**config.mk**
```make
export PLATFORM = sky130hd
export DESIGN_NAME = eia_aggregator
export DESIGN_NICKNAME = d
export VERILOG_FILES = /design/src/design/eia_pkg.sv /design/src/design/eia_aggregator.sv
export VERILOG_INCLUDE_DIRS = /design/src /design/src/design
export SDC_FILE = /design/constraint.sdc
export NUM_CORES = 1
export LEC_CHECK = 0
export BUFFER_PORTS_ARGS = -buffer_cell sky130_fd_sc_hd__buf_2
export CORE_MARGIN = 4
export CORE_UTILIZATION = 25
export DETAILED_ROUTE_END_ITERATION = 6
export PLACE_DENSITY = 0.55
export SLEW_MARGIN = 5
export SYNTH_ARGS = -nofsm -noshare
export SYNTH_HDL_FRONTEND = slang
export SYNTH_SLANG_ARGS = --single-unit
```
**constraint.sdc**
```tcl
create_clock -name mclk -period 3.37 [get_ports mclk]
set_input_delay 1.011 -clock mclk [delete_from_list [all_inputs] [get_ports mclk]]
set_output_delay 1.011 -clock mclk [all_outputs]
set_load 0.03 [all_outputs]
```
**src/design/eia_params.svh**
```systemverilog
// Register map, field positions, reset values and vectors of the extended interrupt aggregator
`ifndef EIA_PARAMS_SVH
`define EIA_PARAMS_SVH
`define EIA_OFS_A_EN 8'h00
`define EIA_OFS_A_FLAGS 8'h04
`define EIA_OFS_A_CLR 8'h08
`define EIA_OFS_B_EN 8'h0c
`define EIA_OFS_B_FLAGS 8'h10
`define EIA_OFS_B_CLR 8'h14
`define EIA_OFS_D_EN 8'h18
`define EIA_OFS_D_FLAGS 8'h1c
`define EIA_OFS_D_CLR 8'h20
`define EIA_OFS_CORE_EN 8'h24
`define EIA_OFS_EXT_EN 8'h28
`define EIA_OFS_EXT_FLAGS 8'h2c
`define EIA_MASK_A 8'hbf
`define EIA_MASK_B 8'hec
`define EIA_MASK_D 8'h7f
`define EIA_MASK_CORE_EN 8'h80
`define EIA_MASK_EXT_EN 8'h0b
`define EIA_ONES_EXT_EN 8'he0
`define EIA_MASK_EXT_FLAGS 8'hb0
`define EIA_ONES_EXT_FLAGS 8'h08
`define EIA_BIT_GLOBAL_EN 7
`define EIA_BIT_EN_IRQ8 0
`define EIA_BIT_EN_IRQ9 1
`define EIA_BIT_EN_IRQ11 3
`define EIA_BIT_FLAG_IRQ8 4
`define EIA_BIT_FLAG_IRQ9 5
`define EIA_BIT_FLAG_IRQ11 7
`define EIA_VECTOR_IRQ8 8'h43
`define EIA_VECTOR_IRQ9 8'h4b
`define EIA_VECTOR_IRQ11 8'h5b
`define EIA_RST_REG 8'h00
`endif

```
**src/design/eia_pkg.sv**
```systemverilog
// Types shared by the extended interrupt aggregator
package eia_pkg;
	typedef logic [7:0] eia_reg_t;
	typedef enum logic [1:0]
	{
		EIA_RESP_OKAY = 2'b00,
		EIA_RESP_SLVERR = 2'b10
	} eia_resp_t;
endpackage : eia_pkg

```
**src/design/eia_aggregator.sv**
```systemverilog
// Extended interrupt aggregator with AXI4-Lite register access
//
// Contract
// - UART2 receive event, group A bit 1
// - UART4 transmit/receive, group A bits 2,3
// - UART2/UART4 baud overflow, group A bits 4,5
// - First energy pulse, group A bit 7
// - Interrupt 9: vector 4Bh, enable 1, flag 5
// - UART3 receive also sets interrupt 9 flag
// - UART5 transmit/receive, group B bits 2,3
// - UART5 baud overflow, group B bit 5
// - UART3 baud overflow feeds interrupt 9
// - Aux timer overflow/capture0, group D bits 0,1
// - Request needs global, own enable, enabled flag
// - Interrupt 8: vector 43h, enable 0, flag 4
// - Interrupt 11 flag bit 7, software set/clear
//
// The placing of the registers and register access over AXI4-Lite are this design's own decisions.
`timescale 1ns/1ps
`include "eia_params.svh"
module eia_aggregator
(
	input wire logic mclk,
	input wire logic rst_n,
	input wire logic [7:0] ev_group_a,
	input wire logic [7:0] ev_group_b,
	input wire logic [6:0] ev_group_d,
	input wire logic ev_uart3_tx,
	input wire logic ev_uart3_rx,
	input wire logic ev_uart3_ovf,
	output logic irq8_req,
	output logic irq9_req,
	output logic irq11_req,
	output logic [7:0] irq8_vector,
	output logic [7:0] irq9_vector,
	output logic [7:0] irq11_vector,
	output logic irq,
	input wire logic [7:0] s_axi_awaddr,
	input wire logic s_axi_awvalid,
	output logic s_axi_awready,
	input wire logic [31:0] s_axi_wdata,
	input wire logic [3:0] s_axi_wstrb,
	input wire logic s_axi_wvalid,
	output logic s_axi_wready,
	output eia_pkg::eia_resp_t s_axi_bresp,
	output logic s_axi_bvalid,
	input wire logic s_axi_bready,
	input wire logic [7:0] s_axi_araddr,
	input wire logic s_axi_arvalid,
	output logic s_axi_arready,
	output logic [31:0] s_axi_rdata,
	output eia_pkg::eia_resp_t s_axi_rresp,
	output logic s_axi_rvalid,
	input wire logic s_axi_rready
);
	import eia_pkg::*;

	logic aw_hold_ff;
	logic w_hold_ff;
	logic [7:0] awaddr_ff;
	eia_reg_t wdata_ff;
	logic wstrb0_ff;
	logic bvalid_ff;
	eia_resp_t bresp_ff;
	logic rvalid_ff;
	logic [31:0] rdata_ff;
	eia_resp_t rresp_ff;
	eia_reg_t a_en_ff;
	eia_reg_t a_flags_ff;
	eia_reg_t b_en_ff;
	eia_reg_t b_flags_ff;
	eia_reg_t d_en_ff;
	eia_reg_t d_flags_ff;
	eia_reg_t core_en_ff;
	eia_reg_t ext_en_ff;
	eia_reg_t ext_flags_ff;
	eia_reg_t nxt_a_flags;
	eia_reg_t nxt_b_flags;
	eia_reg_t nxt_d_flags;
	eia_reg_t nxt_ext_flags;
	eia_reg_t ext_hw_set;
	eia_reg_t rd_val;
	logic rd_hit;
	logic wr_hit;
	logic do_write;
	logic do_read;
	logic wr_en;

	// Write address and data are caught independently; either may come first
	assign s_axi_awready = ~aw_hold_ff & ~bvalid_ff;
	assign s_axi_wready = ~w_hold_ff & ~bvalid_ff;
	assign do_write = aw_hold_ff & w_hold_ff & ~bvalid_ff;
	// Registers are one byte wide, so only lane 0 carries anything
	assign wr_en = do_write & wstrb0_ff;
	assign s_axi_bvalid = bvalid_ff;
	assign s_axi_bresp = bresp_ff;

	// Latch write address
	always_ff @(posedge mclk or negedge rst_n)
	begin
		if (!rst_n)
		begin
			aw_hold_ff <= 1'b0;
			awaddr_ff <= 8'h00;
		end
		else if (s_axi_awvalid && s_axi_awready)
		begin
			aw_hold_ff <= 1'b1;
			awaddr_ff <= s_axi_awaddr;
		end
		else if (do_write)
		begin
			aw_hold_ff <= 1'b0;
		end
	end

	// Latch write data
	always_ff @(posedge mclk or negedge rst_n)
	begin
		if (!rst_n)
		begin
			w_hold_ff <= 1'b0;
			wdata_ff <= 8'h00;
			wstrb0_ff <= 1'b0;
		end
		else if (s_axi_wvalid && s_axi_wready)
		begin
			w_hold_ff <= 1'b1;
			wdata_ff <= s_axi_wdata[7:0];
			wstrb0_ff <= s_axi_wstrb[0];
		end
		else if (do_write)
		begin
			w_hold_ff <= 1'b0;
		end
	end

	// Write address decode
	always_comb
	begin
		unique case (awaddr_ff & 8'hfc)
			`EIA_OFS_A_EN, `EIA_OFS_A_FLAGS, `EIA_OFS_A_CLR,
			`EIA_OFS_B_EN, `EIA_OFS_B_FLAGS, `EIA_OFS_B_CLR,
			`EIA_OFS_D_EN, `EIA_OFS_D_FLAGS, `EIA_OFS_D_CLR,
			`EIA_OFS_CORE_EN, `EIA_OFS_EXT_EN, `EIA_OFS_EXT_FLAGS: wr_hit = 1'b1;
			default: wr_hit = 1'b0;
		endcase
	end

	// Write response, held until the master takes it
	always_ff @(posedge mclk or negedge rst_n)
	begin
		if (!rst_n)
		begin
			bvalid_ff <= 1'b0;
			bresp_ff <= EIA_RESP_OKAY;
		end
		else if (do_write)
		begin
			bvalid_ff <= 1'b1;
			bresp_ff <= wr_hit ? EIA_RESP_OKAY : EIA_RESP_SLVERR;
		end
		else if (s_axi_bready)
		begin
			bvalid_ff <= 1'b0;
		end
	end

	// Enable registers; group flag registers themselves are read-only
	always_ff @(posedge mclk or negedge rst_n)
	begin
		if (!rst_n)
		begin
			a_en_ff <= `EIA_RST_REG;
			b_en_ff <= `EIA_RST_REG;
			d_en_ff <= `EIA_RST_REG;
			core_en_ff <= `EIA_RST_REG;
			ext_en_ff <= `EIA_RST_REG;
		end
		else if (wr_en)
		begin
			unique case (awaddr_ff & 8'hfc)
				`EIA_OFS_A_EN: a_en_ff <= wdata_ff & `EIA_MASK_A;
				`EIA_OFS_B_EN: b_en_ff <= wdata_ff & `EIA_MASK_B;
				`EIA_OFS_D_EN: d_en_ff <= wdata_ff & `EIA_MASK_D;
				`EIA_OFS_CORE_EN: core_en_ff <= wdata_ff & `EIA_MASK_CORE_EN;
				`EIA_OFS_EXT_EN: ext_en_ff <= wdata_ff & `EIA_MASK_EXT_EN;
				default: ;
			endcase
		end
	end

	// Sticky event flags: write-one-to-clear, a same-cycle event wins
	always_comb
	begin
		nxt_a_flags = a_flags_ff;
		nxt_b_flags = b_flags_ff;
		nxt_d_flags = d_flags_ff;
		if (wr_en && (awaddr_ff & 8'hfc) == `EIA_OFS_A_CLR)
		begin
			nxt_a_flags = a_flags_ff & ~wdata_ff;
		end
		if (wr_en && (awaddr_ff & 8'hfc) == `EIA_OFS_B_CLR)
		begin
			nxt_b_flags = b_flags_ff & ~wdata_ff;
		end
		if (wr_en && (awaddr_ff & 8'hfc) == `EIA_OFS_D_CLR)
		begin
			nxt_d_flags = d_flags_ff & ~wdata_ff;
		end
		nxt_a_flags = (nxt_a_flags | ev_group_a) & `EIA_MASK_A;
		nxt_b_flags = (nxt_b_flags | ev_group_b) & `EIA_MASK_B;
		nxt_d_flags = (nxt_d_flags | {1'b0, ev_group_d}) & `EIA_MASK_D;
	end

	always_ff @(posedge mclk or negedge rst_n)
	begin
		if (!rst_n)
		begin
			a_flags_ff <= `EIA_RST_REG;
			b_flags_ff <= `EIA_RST_REG;
			d_flags_ff <= `EIA_RST_REG;
		end
		else
		begin
			a_flags_ff <= nxt_a_flags;
			b_flags_ff <= nxt_b_flags;
			d_flags_ff <= nxt_d_flags;
		end
	end

	// Aggregate flags re-set while an enabled event flag stays set, which is why
	// software must drop the event flag before the aggregate one
	always_comb
	begin
		ext_hw_set = 8'h00;
		ext_hw_set[`EIA_BIT_FLAG_IRQ8] = |(a_en_ff & a_flags_ff);
		ext_hw_set[`EIA_BIT_FLAG_IRQ9] = |(b_en_ff & b_flags_ff) |
			(ext_en_ff[`EIA_BIT_EN_IRQ9] & (ev_uart3_tx | ev_uart3_rx | ev_uart3_ovf));
		ext_hw_set[`EIA_BIT_FLAG_IRQ11] = |(d_en_ff & d_flags_ff);
		nxt_ext_flags = ext_flags_ff;
		if (wr_en && (awaddr_ff & 8'hfc) == `EIA_OFS_EXT_FLAGS)
		begin
			nxt_ext_flags = wdata_ff;
		end
		nxt_ext_flags = (nxt_ext_flags | ext_hw_set) & `EIA_MASK_EXT_FLAGS;
	end

	// Aggregate flag storage
	always_ff @(posedge mclk or negedge rst_n)
	begin
		if (!rst_n)
		begin
			ext_flags_ff <= `EIA_RST_REG;
		end
		else
		begin
			ext_flags_ff <= nxt_ext_flags;
		end
	end

	assign irq8_req = core_en_ff[`EIA_BIT_GLOBAL_EN] & ext_en_ff[`EIA_BIT_EN_IRQ8] &
		ext_flags_ff[`EIA_BIT_FLAG_IRQ8];
	assign irq9_req = core_en_ff[`EIA_BIT_GLOBAL_EN] & ext_en_ff[`EIA_BIT_EN_IRQ9] &
		ext_flags_ff[`EIA_BIT_FLAG_IRQ9];
	assign irq11_req = core_en_ff[`EIA_BIT_GLOBAL_EN] & ext_en_ff[`EIA_BIT_EN_IRQ11] &
		ext_flags_ff[`EIA_BIT_FLAG_IRQ11];
	assign irq = irq8_req | irq9_req | irq11_req;
	assign irq8_vector = `EIA_VECTOR_IRQ8;
	assign irq9_vector = `EIA_VECTOR_IRQ9;
	assign irq11_vector = `EIA_VECTOR_IRQ11;

	// Read decode; clear registers are write-only and read zero
	always_comb
	begin
		rd_val = 8'h00;
		rd_hit = 1'b1;
		unique case (s_axi_araddr & 8'hfc)
			`EIA_OFS_A_EN: rd_val = a_en_ff;
			`EIA_OFS_A_FLAGS: rd_val = a_flags_ff;
			`EIA_OFS_B_EN: rd_val = b_en_ff;
			`EIA_OFS_B_FLAGS: rd_val = b_flags_ff;
			`EIA_OFS_D_EN: rd_val = d_en_ff;
			`EIA_OFS_D_FLAGS: rd_val = d_flags_ff;
			`EIA_OFS_CORE_EN: rd_val = core_en_ff;
			`EIA_OFS_EXT_EN: rd_val = ext_en_ff | `EIA_ONES_EXT_EN;
			`EIA_OFS_EXT_FLAGS: rd_val = ext_flags_ff | `EIA_ONES_EXT_FLAGS;
			`EIA_OFS_A_CLR, `EIA_OFS_B_CLR, `EIA_OFS_D_CLR: rd_val = 8'h00;
			default: rd_hit = 1'b0;
		endcase
	end

	// Read channel, one outstanding read
	assign s_axi_arready = ~rvalid_ff;
	assign do_read = s_axi_arvalid & ~rvalid_ff;
	assign s_axi_rvalid = rvalid_ff;
	assign s_axi_rdata = rdata_ff;
	assign s_axi_rresp = rresp_ff;

	always_ff @(posedge mclk or negedge rst_n)
	begin
		if (!rst_n)
		begin
			rvalid_ff <= 1'b0;
			rdata_ff <= 32'h00000000;
			rresp_ff <= EIA_RESP_OKAY;
		end
		else if (do_read)
		begin
			rvalid_ff <= 1'b1;
			rdata_ff <= {24'h000000, rd_val};
			rresp_ff <= rd_hit ? EIA_RESP_OKAY : EIA_RESP_SLVERR;
		end
		else if (s_axi_rready)
		begin
			rvalid_ff <= 1'b0;
		end
	end
endmodule : eia_aggregator

```
==> metrics.cfg, run 1 <==
[hold_path]
worstHoldEndpoint = s_axi_rdata[2]$_DFFE_PN0P_
min_path_cells = 2
hp-start = s_axi_rdata[2]$_DFFE_PN0P_
hold_path.class = reg2reg

[setup_path]
critPathRequiredTime_ns = 2.36
reg2regPathDepth = 4
path_buf_inv = 1
r2r-end = a_en_ff[0]$_DFFE_PN0P_
r2r-start = awaddr_ff[7]$_DFFE_PN0P_
arrival_ns = 1.58
critical_path_class = reg2out
crit_fanout = 4
cp_slowest_stage_delay_ns = 0.46
critPathCaptureType = output pin
cp_cell_sequence = and3_1, or3_1, buf_2
worst_path_max_delay_cell = dfrtp_1
crit_family = simple AND/OR/NAND/NOR gates
startpoint_type = flop
rrSetupSlack_ns = 1.02

[timing]
fmax_mhz = 386
clock_skew_ns = 0.00564
tightest_slew_ns = 0.825
rsz0062_at_grt = no
final_max_slew_viol_count = 0
finalCritPeriodShare_pct = 76.8
hold_viol = 0
finalSetupViolCount = 0
fin_setup_tns_ns = 0
min_period_ns = 2.59
maxSlewHeadroom_pct = 44.5

[pwr]
switchingPower_w = 0.00109
power.total_w = 0.00305
power_density_mw_per_mm2 = 674
p_sw_share_pct = 35.7
vdd.ir_drop.worst_mv = 0.377
clkPwrFrac_pct = 27.7
leakagePower_nw = 2.00
p_comb_share_pct = 25.6
p_int_w = 0.00196
p_seq_share_pct = 46.7

[synth]
synth_top_area_cell = dfrtp_1
synth_area_mm2 = 0.00389
synth_top_family_by_area = multiplexers
ys_seq_area_share_pct = 47.6
synthAdderAreaFrac_pct = 0
synth_top_area_share_pct = 47.6
yosys.area_share.simple_pct = 12.7
ys_top_cells_by_area = dfrtp_1 48%, mux2_2 12%, buf_4 9.6%, a21o_1 4.0%, mux2i_1 3.6%
synth_edf_count = 0
ys_types = 44
syn_area_per_cell_um2 = 11.0
synth_compound_area_share_pct = 12.3
yosysMostFrequentCell = dfrtp_1
ys_dominant_reg_cell = dfrtp_1
synthArstFlopShare_pct = 100
synth.area.mux_share_pct = 15.5
synth_commonest_cells = 74 x dfrtp_1, 50 x buf_4, 41 x mux2_2
synth-xor-area-share_pct = 0
ys_warn_count = 0
syn_inst = 355
synth_seq_cells = 74

[die]
die_w_um = 133
row_count = 45
fp.dieH_um = 133
die-area_mm2 = 0.0176
core_area_mm2 = 0.0153
start_util_pct = 25.5
io_pins = 154

[clock_tree]
clockBufferDepth = 2
cts_tree = built
cts_resized = 0
cts_root_buf = clkbuf_16
post_cts_buffers = 0
cts_hold_buf = 0
clk_latency_ns = 0.33
clkSlewWorstSetupHoldPaths_ns = 0.06
cts_max_level = 3
cts_inserted_buffers = 9
cts_num_sinks = 74

[grt]
grt_max_degree = 75
grt_pass1_wl_mm = 14.8
grt_use_total_pct = 10.8
overflow = 0
first_global_vias = 2612
antenna_found_initial = 0

[cells_and_area]
final_layout_size_suffix_gt1_share_pct = 31.4
antenna-diode-count = 0
syn_to_final_growth_pct = 16.3
nets = 504

[drt]
vias_per_cell = 4.41
postRouteAntennaNets = 0
drtIter0Drc = 140
drt_pass1_iterations = 4
wl_mm = 9.51
vias = 2799
wl_per_cell_um = 15.0
drcViolationCount = 0

[run_status]
status = finished clean

[flow_run]
drv_cap = 0

[place]
io_buffers = 68
gp_congestion = 0.838
dp_hpwl_mm = 7.20

==> power by group through the flow <==
| stage | clock network [W] | logic (W) | registers, W |
|---|---|---|---|
| global route | 0.000913 | 0.000854 | 0.00147 |
| global placement | 0 | 0.000767 | 0.00143 |
| finish | 0.000846 | 0.000782 | 0.00143 |
| CTS | 0.000875 | 0.000789 | 0.00142 |
| detailed placement | 0 | 0.000787 | 0.00144 |
| floorplan | 0 | 0.000665 | 0.00133 |
==> logic make-up after synthesis <==
logic type,count (synthesis)
AOI/OAI and AO/OA,68
buffers and inverters,70
DFF,74
muxes,55
other,2
and+or+nand+nor,86
==> layout by cell type (no fill, tap or decap), types with 4 or more instances in the layout <==
master	instances
a22oi_1	7
nand3_1	13
buf_2	68
dfrtp_1	74
a21o_1	21
conb_1	50
inv_1	5
nand2_1	27
clkbuf_16	9
nor3_1	7
o21ai_0	15
mux2_2	41
nor2_1	6
mux2i_1	14
o211ai_1	5
nand3b_1	4
==> worst min-delay path, stage by stage (launching register included) <==
cell	delay, ns
dfrtp_1	0.33
nand2_1	0.05
o21ai_0	0.06
==> layout make-up <==
class | count | area (µm²)
tap | 211 | 264
clock buffer | 10 | 229
clock inverter | 5 | 32.5
sequential | 74 | 1850
timing repair buffer | 70 | 368
multi-input combinational | 259 | 1760
inverter | 5 | 18.8
fill | 1562 | 10700
==> stage by stage <==
step                      util [%]  std cells  hold WS (ns)  setup WS (ns)  cell area (µm²)
after floorplan                  -        403         0.463           1.08             4070
after global placement        28.0        619         0.465          0.795             4270
after global routing          29.7        634         0.505          0.718             4530
after CTS                     29.7        634         0.478          0.765             4530
final                         29.7        634         0.475          0.782             4530
after detailed placement      28.0        619         0.466          0.787             4270
==> how the worst max path moves through the flow <==
stage	cells past startpoint	startpoint	endpoint
floorplan	6	s_axi_araddr[2]	s_axi_rdata[0]$_DFFE_PN0P_
global placement	5	s_axi_araddr[2]	s_axi_rdata[7]$_DFFE_PN0P_
detailed placement	5	s_axi_araddr[2]	s_axi_rdata[7]$_DFFE_PN0P_
CTS	3	ext_en_ff[1]$_DFFE_PN0P_	irq
global route	3	ext_en_ff[1]$_DFFE_PN0P_	irq
finish	3	ext_en_ff[1]$_DFFE_PN0P_	irq
==> per-layer routing <==
metal | track usage [%] | vias up | part of all wire (%)
met5 | 0 | - | 0
met4 | 2.71 | 0 | 0.89
met3 | 3.80 | 8 | 9.2
met2 | 16.0 | 134 | 43
met1 | 15.0 | 1339 | 47
li1 | - | 1318 | -
==> state kept, by name, summed over array words and instances (netlist names), 3 cells and up <==
| register | count |
|---|---|
| a_en_ff | 7 |
| a_flags_ff | 7 |
| awaddr_ff | 6 |
| b_en_ff | 5 |
| b_flags_ff | 5 |
| d_en_ff | 7 |
| d_flags_ff | 7 |
| ext_en_ff | 3 |
| ext_flags_ff | 3 |
| s_axi_rdata | 8 |
| wdata_ff | 8 |
(Power assumes the default switching activity.)
==> run 2: changes to the inputs <==
==> constraint.sdc (replaced) <==
create_clock -name mclk -period 2.5 [get_ports mclk]
set_input_delay 0.75 -clock mclk [delete_from_list [all_inputs] [get_ports mclk]]
set_output_delay 0.75 -clock mclk [all_outputs]
set_load 0.03 [all_outputs]
==> metrics.cfg, run 2 (synthesis results as in run 1) <==
[clock_tree]
clockBufferDepth = 2
cts_num_sinks = 74
cts_resized = 0
cts_tree = built
cts_max_level = 3
cts_inserted_buffers = 9
cts_hold_buf = 0
clkSlewWorstSetupHoldPaths_ns = 0.06
post_cts_buffers = 0
cts_root_buf = clkbuf_16
clk_latency_ns = 0.34

[timing]
min_period_ns = 2.33
clock_skew_ns = 0.00922
hold_viol = 0
worst_slack_ns = 0.173
finalSetupViolCount = 0
final_max_slew_viol_count = 0
holdWs_ns = 0.441
finalCritPeriodShare_pct = 93.1
fin_setup_tns_ns = 0
maxSlewHeadroom_pct = 54.6
rsz0062_at_grt = no
tightest_slew_ns = 0.681
fmax_mhz = 430

[place]
place_inst = 630
dp_slack_ns = 0.375
gp_congestion = 0.834
dp_hpwl_mm = 7.61
io_buffers = 68

[die]
row_count = 45
core_area_mm2 = 0.0153
fp.dieH_um = 133
start_util_pct = 25.5
die-area_mm2 = 0.0176
io_pins = 154
die_w_um = 133

[setup_path]
crit_family = simple AND/OR/NAND/NOR gates
critical_path_class = reg2out
path_buf_inv = 1
r2r-start = awaddr_ff[7]$_DFFE_PN0P_
critPathRequiredTime_ns = 1.75
critPathCaptureType = output pin
crit_fanout = 4
cp_cell_sequence = and3_1, or3_1, buf_2
cp_slowest_stage_delay_ns = 0.46
arrival_ns = 1.58
cp-startpoint = ext_en_ff[1]$_DFFE_PN0P_
worst_path_max_delay_cell = dfrtp_1
startpoint_type = flop

[cells_and_area]
fin_cells = 646
nets = 515
antenna-diode-count = 0
layout_common_cells = 74 x dfrtp_1, 68 x buf_2, 50 x conb_1
syn_to_final_growth_pct = 19.9
utilization_pct = 30.6
final_layout_size_suffix_gt1_share_pct = 33.6
mostFrequentLayoutCell = dfrtp_1

[drt]
vias = 2859
drcViolationCount = 0
wl_mm = 9.86
wl_per_cell_um = 15.3
postRouteAntennaNets = 0
vias_per_cell = 4.43
drt_pass1_iterations = 5
drtIter0Drc = 147

[grt]
grt_use_total_pct = 11.2
grt_max_degree = 30
overflow = 0
antenna_found_initial = 0
grt_pass1_wl_mm = 15.4
first_global_vias = 2787

[flow_run]
drv_cap = 0

[pwr]
leakagePower_nw = 2.08
power_density_mw_per_mm2 = 924
vdd.ir_drop.worst_mv = 0.621

[hold_path]
hold_path.class = in2async

[run_status]
status = finished clean

[run 2: cell count changes in the layout (fill, tap and decap cells not counted)]
cell,previous run,this run
clkinv_2,3,2
clkbuf_8,0,1
clkbuf_1,1,0
buf_12,1,2
bufinv_16,0,1
clkinv_4,2,3
buf_4,1,11
[run 2: area by class of cell]
class,instances,area (µm²)
fill,1575,10600
multi-input combinational,259,1760
clock inverter,6,66.3
timing repair buffer,81,463
tap,211,264
clock buffer,10,239
sequential,74,1850
inverter,5,18.8
[run 2: layer usage]
| metal | track usage, % | vias up | wire length (µm) |
|---|---|---|---|
| li1 | - | 1334 | - |
| met1 | 15.2 | 1388 | 4480 |
| met2 | 17.2 | 127 | 4440 |
| met3 | 3.99 | 10 | 857 |
| met4 | 2.42 | 0 | 84 |
| met5 | 0 | - | 0 |
[run 2: report_power, final]
part           internal, W  switching, W
clock network     0.000801      0.000504
registers          0.00150      0.000427
logic             0.000503      0.000580
total              0.00280       0.00151
[run 2: path summary, 6_finish.rpt]
path	end	slack, ns	cells after the start
max	irq	0.17	3
min	wdata_ff[3]$_DFFE_PN0P_	0.44	1
max reg2reg	a_en_ff[0]$_DFFE_PN0P_	0.36	4
min reg2reg	s_axi_rresp[1]$_DFFE_PN0P_	0.47	2
max in group asynchronous	s_axi_rdata[7]$_DFFE_PN0P_	1.46	2
min in group mclk	s_axi_rresp[1]$_DFFE_PN0P_	0.47	2
[run 2: through the flow]
| stage | cell area (µm²) | power (W) |
|---|---|---|
| floorplan | 4070 | 0.00269 |
| finish | 4670 | 0.00431 |
| global placement | 4360 | 0.00299 |
| global route | 4670 | 0.00456 |
| detailed placement | 4360 | 0.00304 |
| CTS | 4670 | 0.00436 |
==> run 3: changes to the inputs <==
--- a/config.mk
+++ b/config.mk
@@ -9,9 +9,10 @@
 export BUFFER_PORTS_ARGS = -buffer_cell sky130_fd_sc_hd__buf_2
 export CORE_MARGIN = 4
 export CORE_UTILIZATION = 25
+export CTS_BUF_LIST = sky130_fd_sc_hd__clkbuf_4 sky130_fd_sc_hd__clkbuf_8
 export DETAILED_ROUTE_END_ITERATION = 6
 export PLACE_DENSITY = 0.55
-export SLEW_MARGIN = 5
+export RECOVER_POWER = 50
 export SYNTH_ARGS = -nofsm -noshare
 export SYNTH_HDL_FRONTEND = slang
 export SYNTH_SLANG_ARGS = --single-unit
==> metrics.cfg, run 3 (synthesis results as in run 1) <==
[run_status]
status = finished, violations left
violations = max-capacitance violations, max-slew violations

[die]
start_util_pct = 25.5
die_w_um = 133
die-area_mm2 = 0.0176
fp.dieH_um = 133
core_area_mm2 = 0.0153
row_count = 45
io_pins = 154

[hold_path]
hold_path.class = reg2reg
min_path_cells = 2

[timing]
tightest_slew_ns = 1.57
rsz0062_at_grt = no
finalCritPeriodShare_pct = 94.9
finalSetupViolCount = 0
fmax_mhz = 422
hold_viol = 0
maxSlewHeadroom_pct = -4.52
clock_skew_ns = 0.00922
fin_setup_tns_ns = 0
min_period_ns = 2.37
final_max_slew_viol_count = 26

[pwr]
leakagePower_nw = 2.02
p_int_w = 0.00248
p_comb_share_pct = 27.4
power_density_mw_per_mm2 = 870
vdd.ir_drop.worst_mv = 0.511
switchingPower_w = 0.00147
p_sw_share_pct = 37.2
p_seq_share_pct = 48.7
clkPwrFrac_pct = 24.0

[setup_path]
critPathCaptureType = output pin
cp_cell_sequence = and3_1, or3_1, buf_2
reg2regPathDepth = 4
path_buf_inv = 1
cp_slowest_stage_delay_ns = 0.47
critical_path_cell_count = 3
worst_path_max_delay_cell = dfrtp_1
critical_path_class = reg2out
crit_fanout = 4
startpoint_type = flop
arrival_ns = 1.62
critPathRequiredTime_ns = 1.75
crit_family = simple AND/OR/NAND/NOR gates

[clock_tree]
post_cts_buffers = 0
cts_hold_buf = 0
cts_inserted_buffers = 9
cts_resized = 0
cts_root_buf = clkbuf_8
cts_max_level = 3
clkSlewWorstSetupHoldPaths_ns = 0.08
cts_tree = built
clockBufferDepth = 2
clk_latency_ns = 0.36
cts_num_sinks = 74

[grt]
antenna_found_initial = 0
grt_use_total_pct = 11.1
overflow = 0
first_global_vias = 2803
grt_pass1_wl_mm = 15.4
grt_max_degree = 30

[drt]
wl_per_cell_um = 15.2
vias_per_cell = 4.43
drcViolationCount = 0
drt_pass1_iterations = 4
wl_mm = 9.84
drtIter0Drc = 113
postRouteAntennaNets = 0
vias = 2863

[cells_and_area]
antenna-diode-count = 0
layout_common_cells = 74 x dfrtp_1, 67 x buf_2, 50 x conb_1
mostFrequentLayoutCell = dfrtp_1
final_area_mm2 = 0.00455
nets = 515
final_layout_size_suffix_gt1_share_pct = 33.1
syn_to_final_growth_pct = 16.7
utilization_pct = 29.8

[place]
gp_congestion = 0.834
place_area_mm2 = 0.00436
dp_hpwl_mm = 7.61
io_buffers = 68

[flow_run]
drv_cap = 1

==> run 3: cell types whose count changed in the layout (fill, tap and decap cells not counted) <==
cell       change
buf_4          -1
buf_2          -1
and2_0         +2
clkbuf_8       +9
buf_12         -1
clkbuf_2       +1
clkbuf_16      -9
and2_1         -2
clkbuf_1       +2
==> run 3: layout make-up <==
cell class                      count  area (µm²)
Tap cell                          211         264
Sequential cell                    74        1850
Multi-Input combinational cell    259        1760
Clock buffer                       10         138
Fill cell                        1584       10700
Timing Repair Buffer               81         443
Clock inverter                      6        66.3
Inverter                            5        18.8
==> run 3: per-layer routing <==
layer | vias to the layer above | wire length, µm | global-route usage (%)
met5 | - | 0 | 0
met4 | 0 | 91 | 2.42
met3 | 9 | 738 | 3.65
met2 | 125 | 4440 | 17.4
met1 | 1394 | 4580 | 15.1
li1 | 1335 | - | -
==> run 3: final timing paths <==
path	start	to	slack [ns]
max	ext_en_ff[1]$_DFFE_PN0P_	irq	0.13
min	s_axi_rresp[1]$_DFFE_PN0P_	s_axi_rresp[1]$_DFFE_PN0P_	0.48
max reg2reg	awaddr_ff[7]$_DFFE_PN0P_	a_en_ff[0]$_DFFE_PN0P_	0.37
min reg2reg	s_axi_rresp[1]$_DFFE_PN0P_	s_axi_rresp[1]$_DFFE_PN0P_	0.48
max in group asynchronous	rst_n	s_axi_bvalid$_DFFE_PN0P_	0.44
min in group asynchronous	rst_n	wdata_ff[3]$_DFFE_PN0P_	0.76
==> run 3: per-stage QoR <==
stage	instances	setup WS (ns)	hold slack [ns]	total power (W)
2_1_floorplan	403	0.468	0.454	0.00269
3_3_place_gp	630	0.405	0.464	0.00299
3_5_place_dp	630	0.375	0.465	0.00304
4_1_cts	646	0.120	0.432	0.00400
5_1_grt	646	0.0846	0.524	0.00419
6_report	646	0.129	0.476	0.00396
==> run 3: power by group through the flow <==
stage,registers (W),clock network (W),logic (W)
after CTS,0.00192,0.000977,0.00110
after global placement,0.00193,0,0.00106
after global routing,0.00198,0.00103,0.00118
after detailed placement,0.00195,0,0.00109
after floorplan,0.00179,0,0.000896
final,0.00193,0.000949,0.00108
==> run 3: worst min-delay path: cells and delay by family (launching register included) <==
kind	cells	cell delay (ns)
flops	1	0.34
simple gates	1	0.05
compound gates	1	0.06
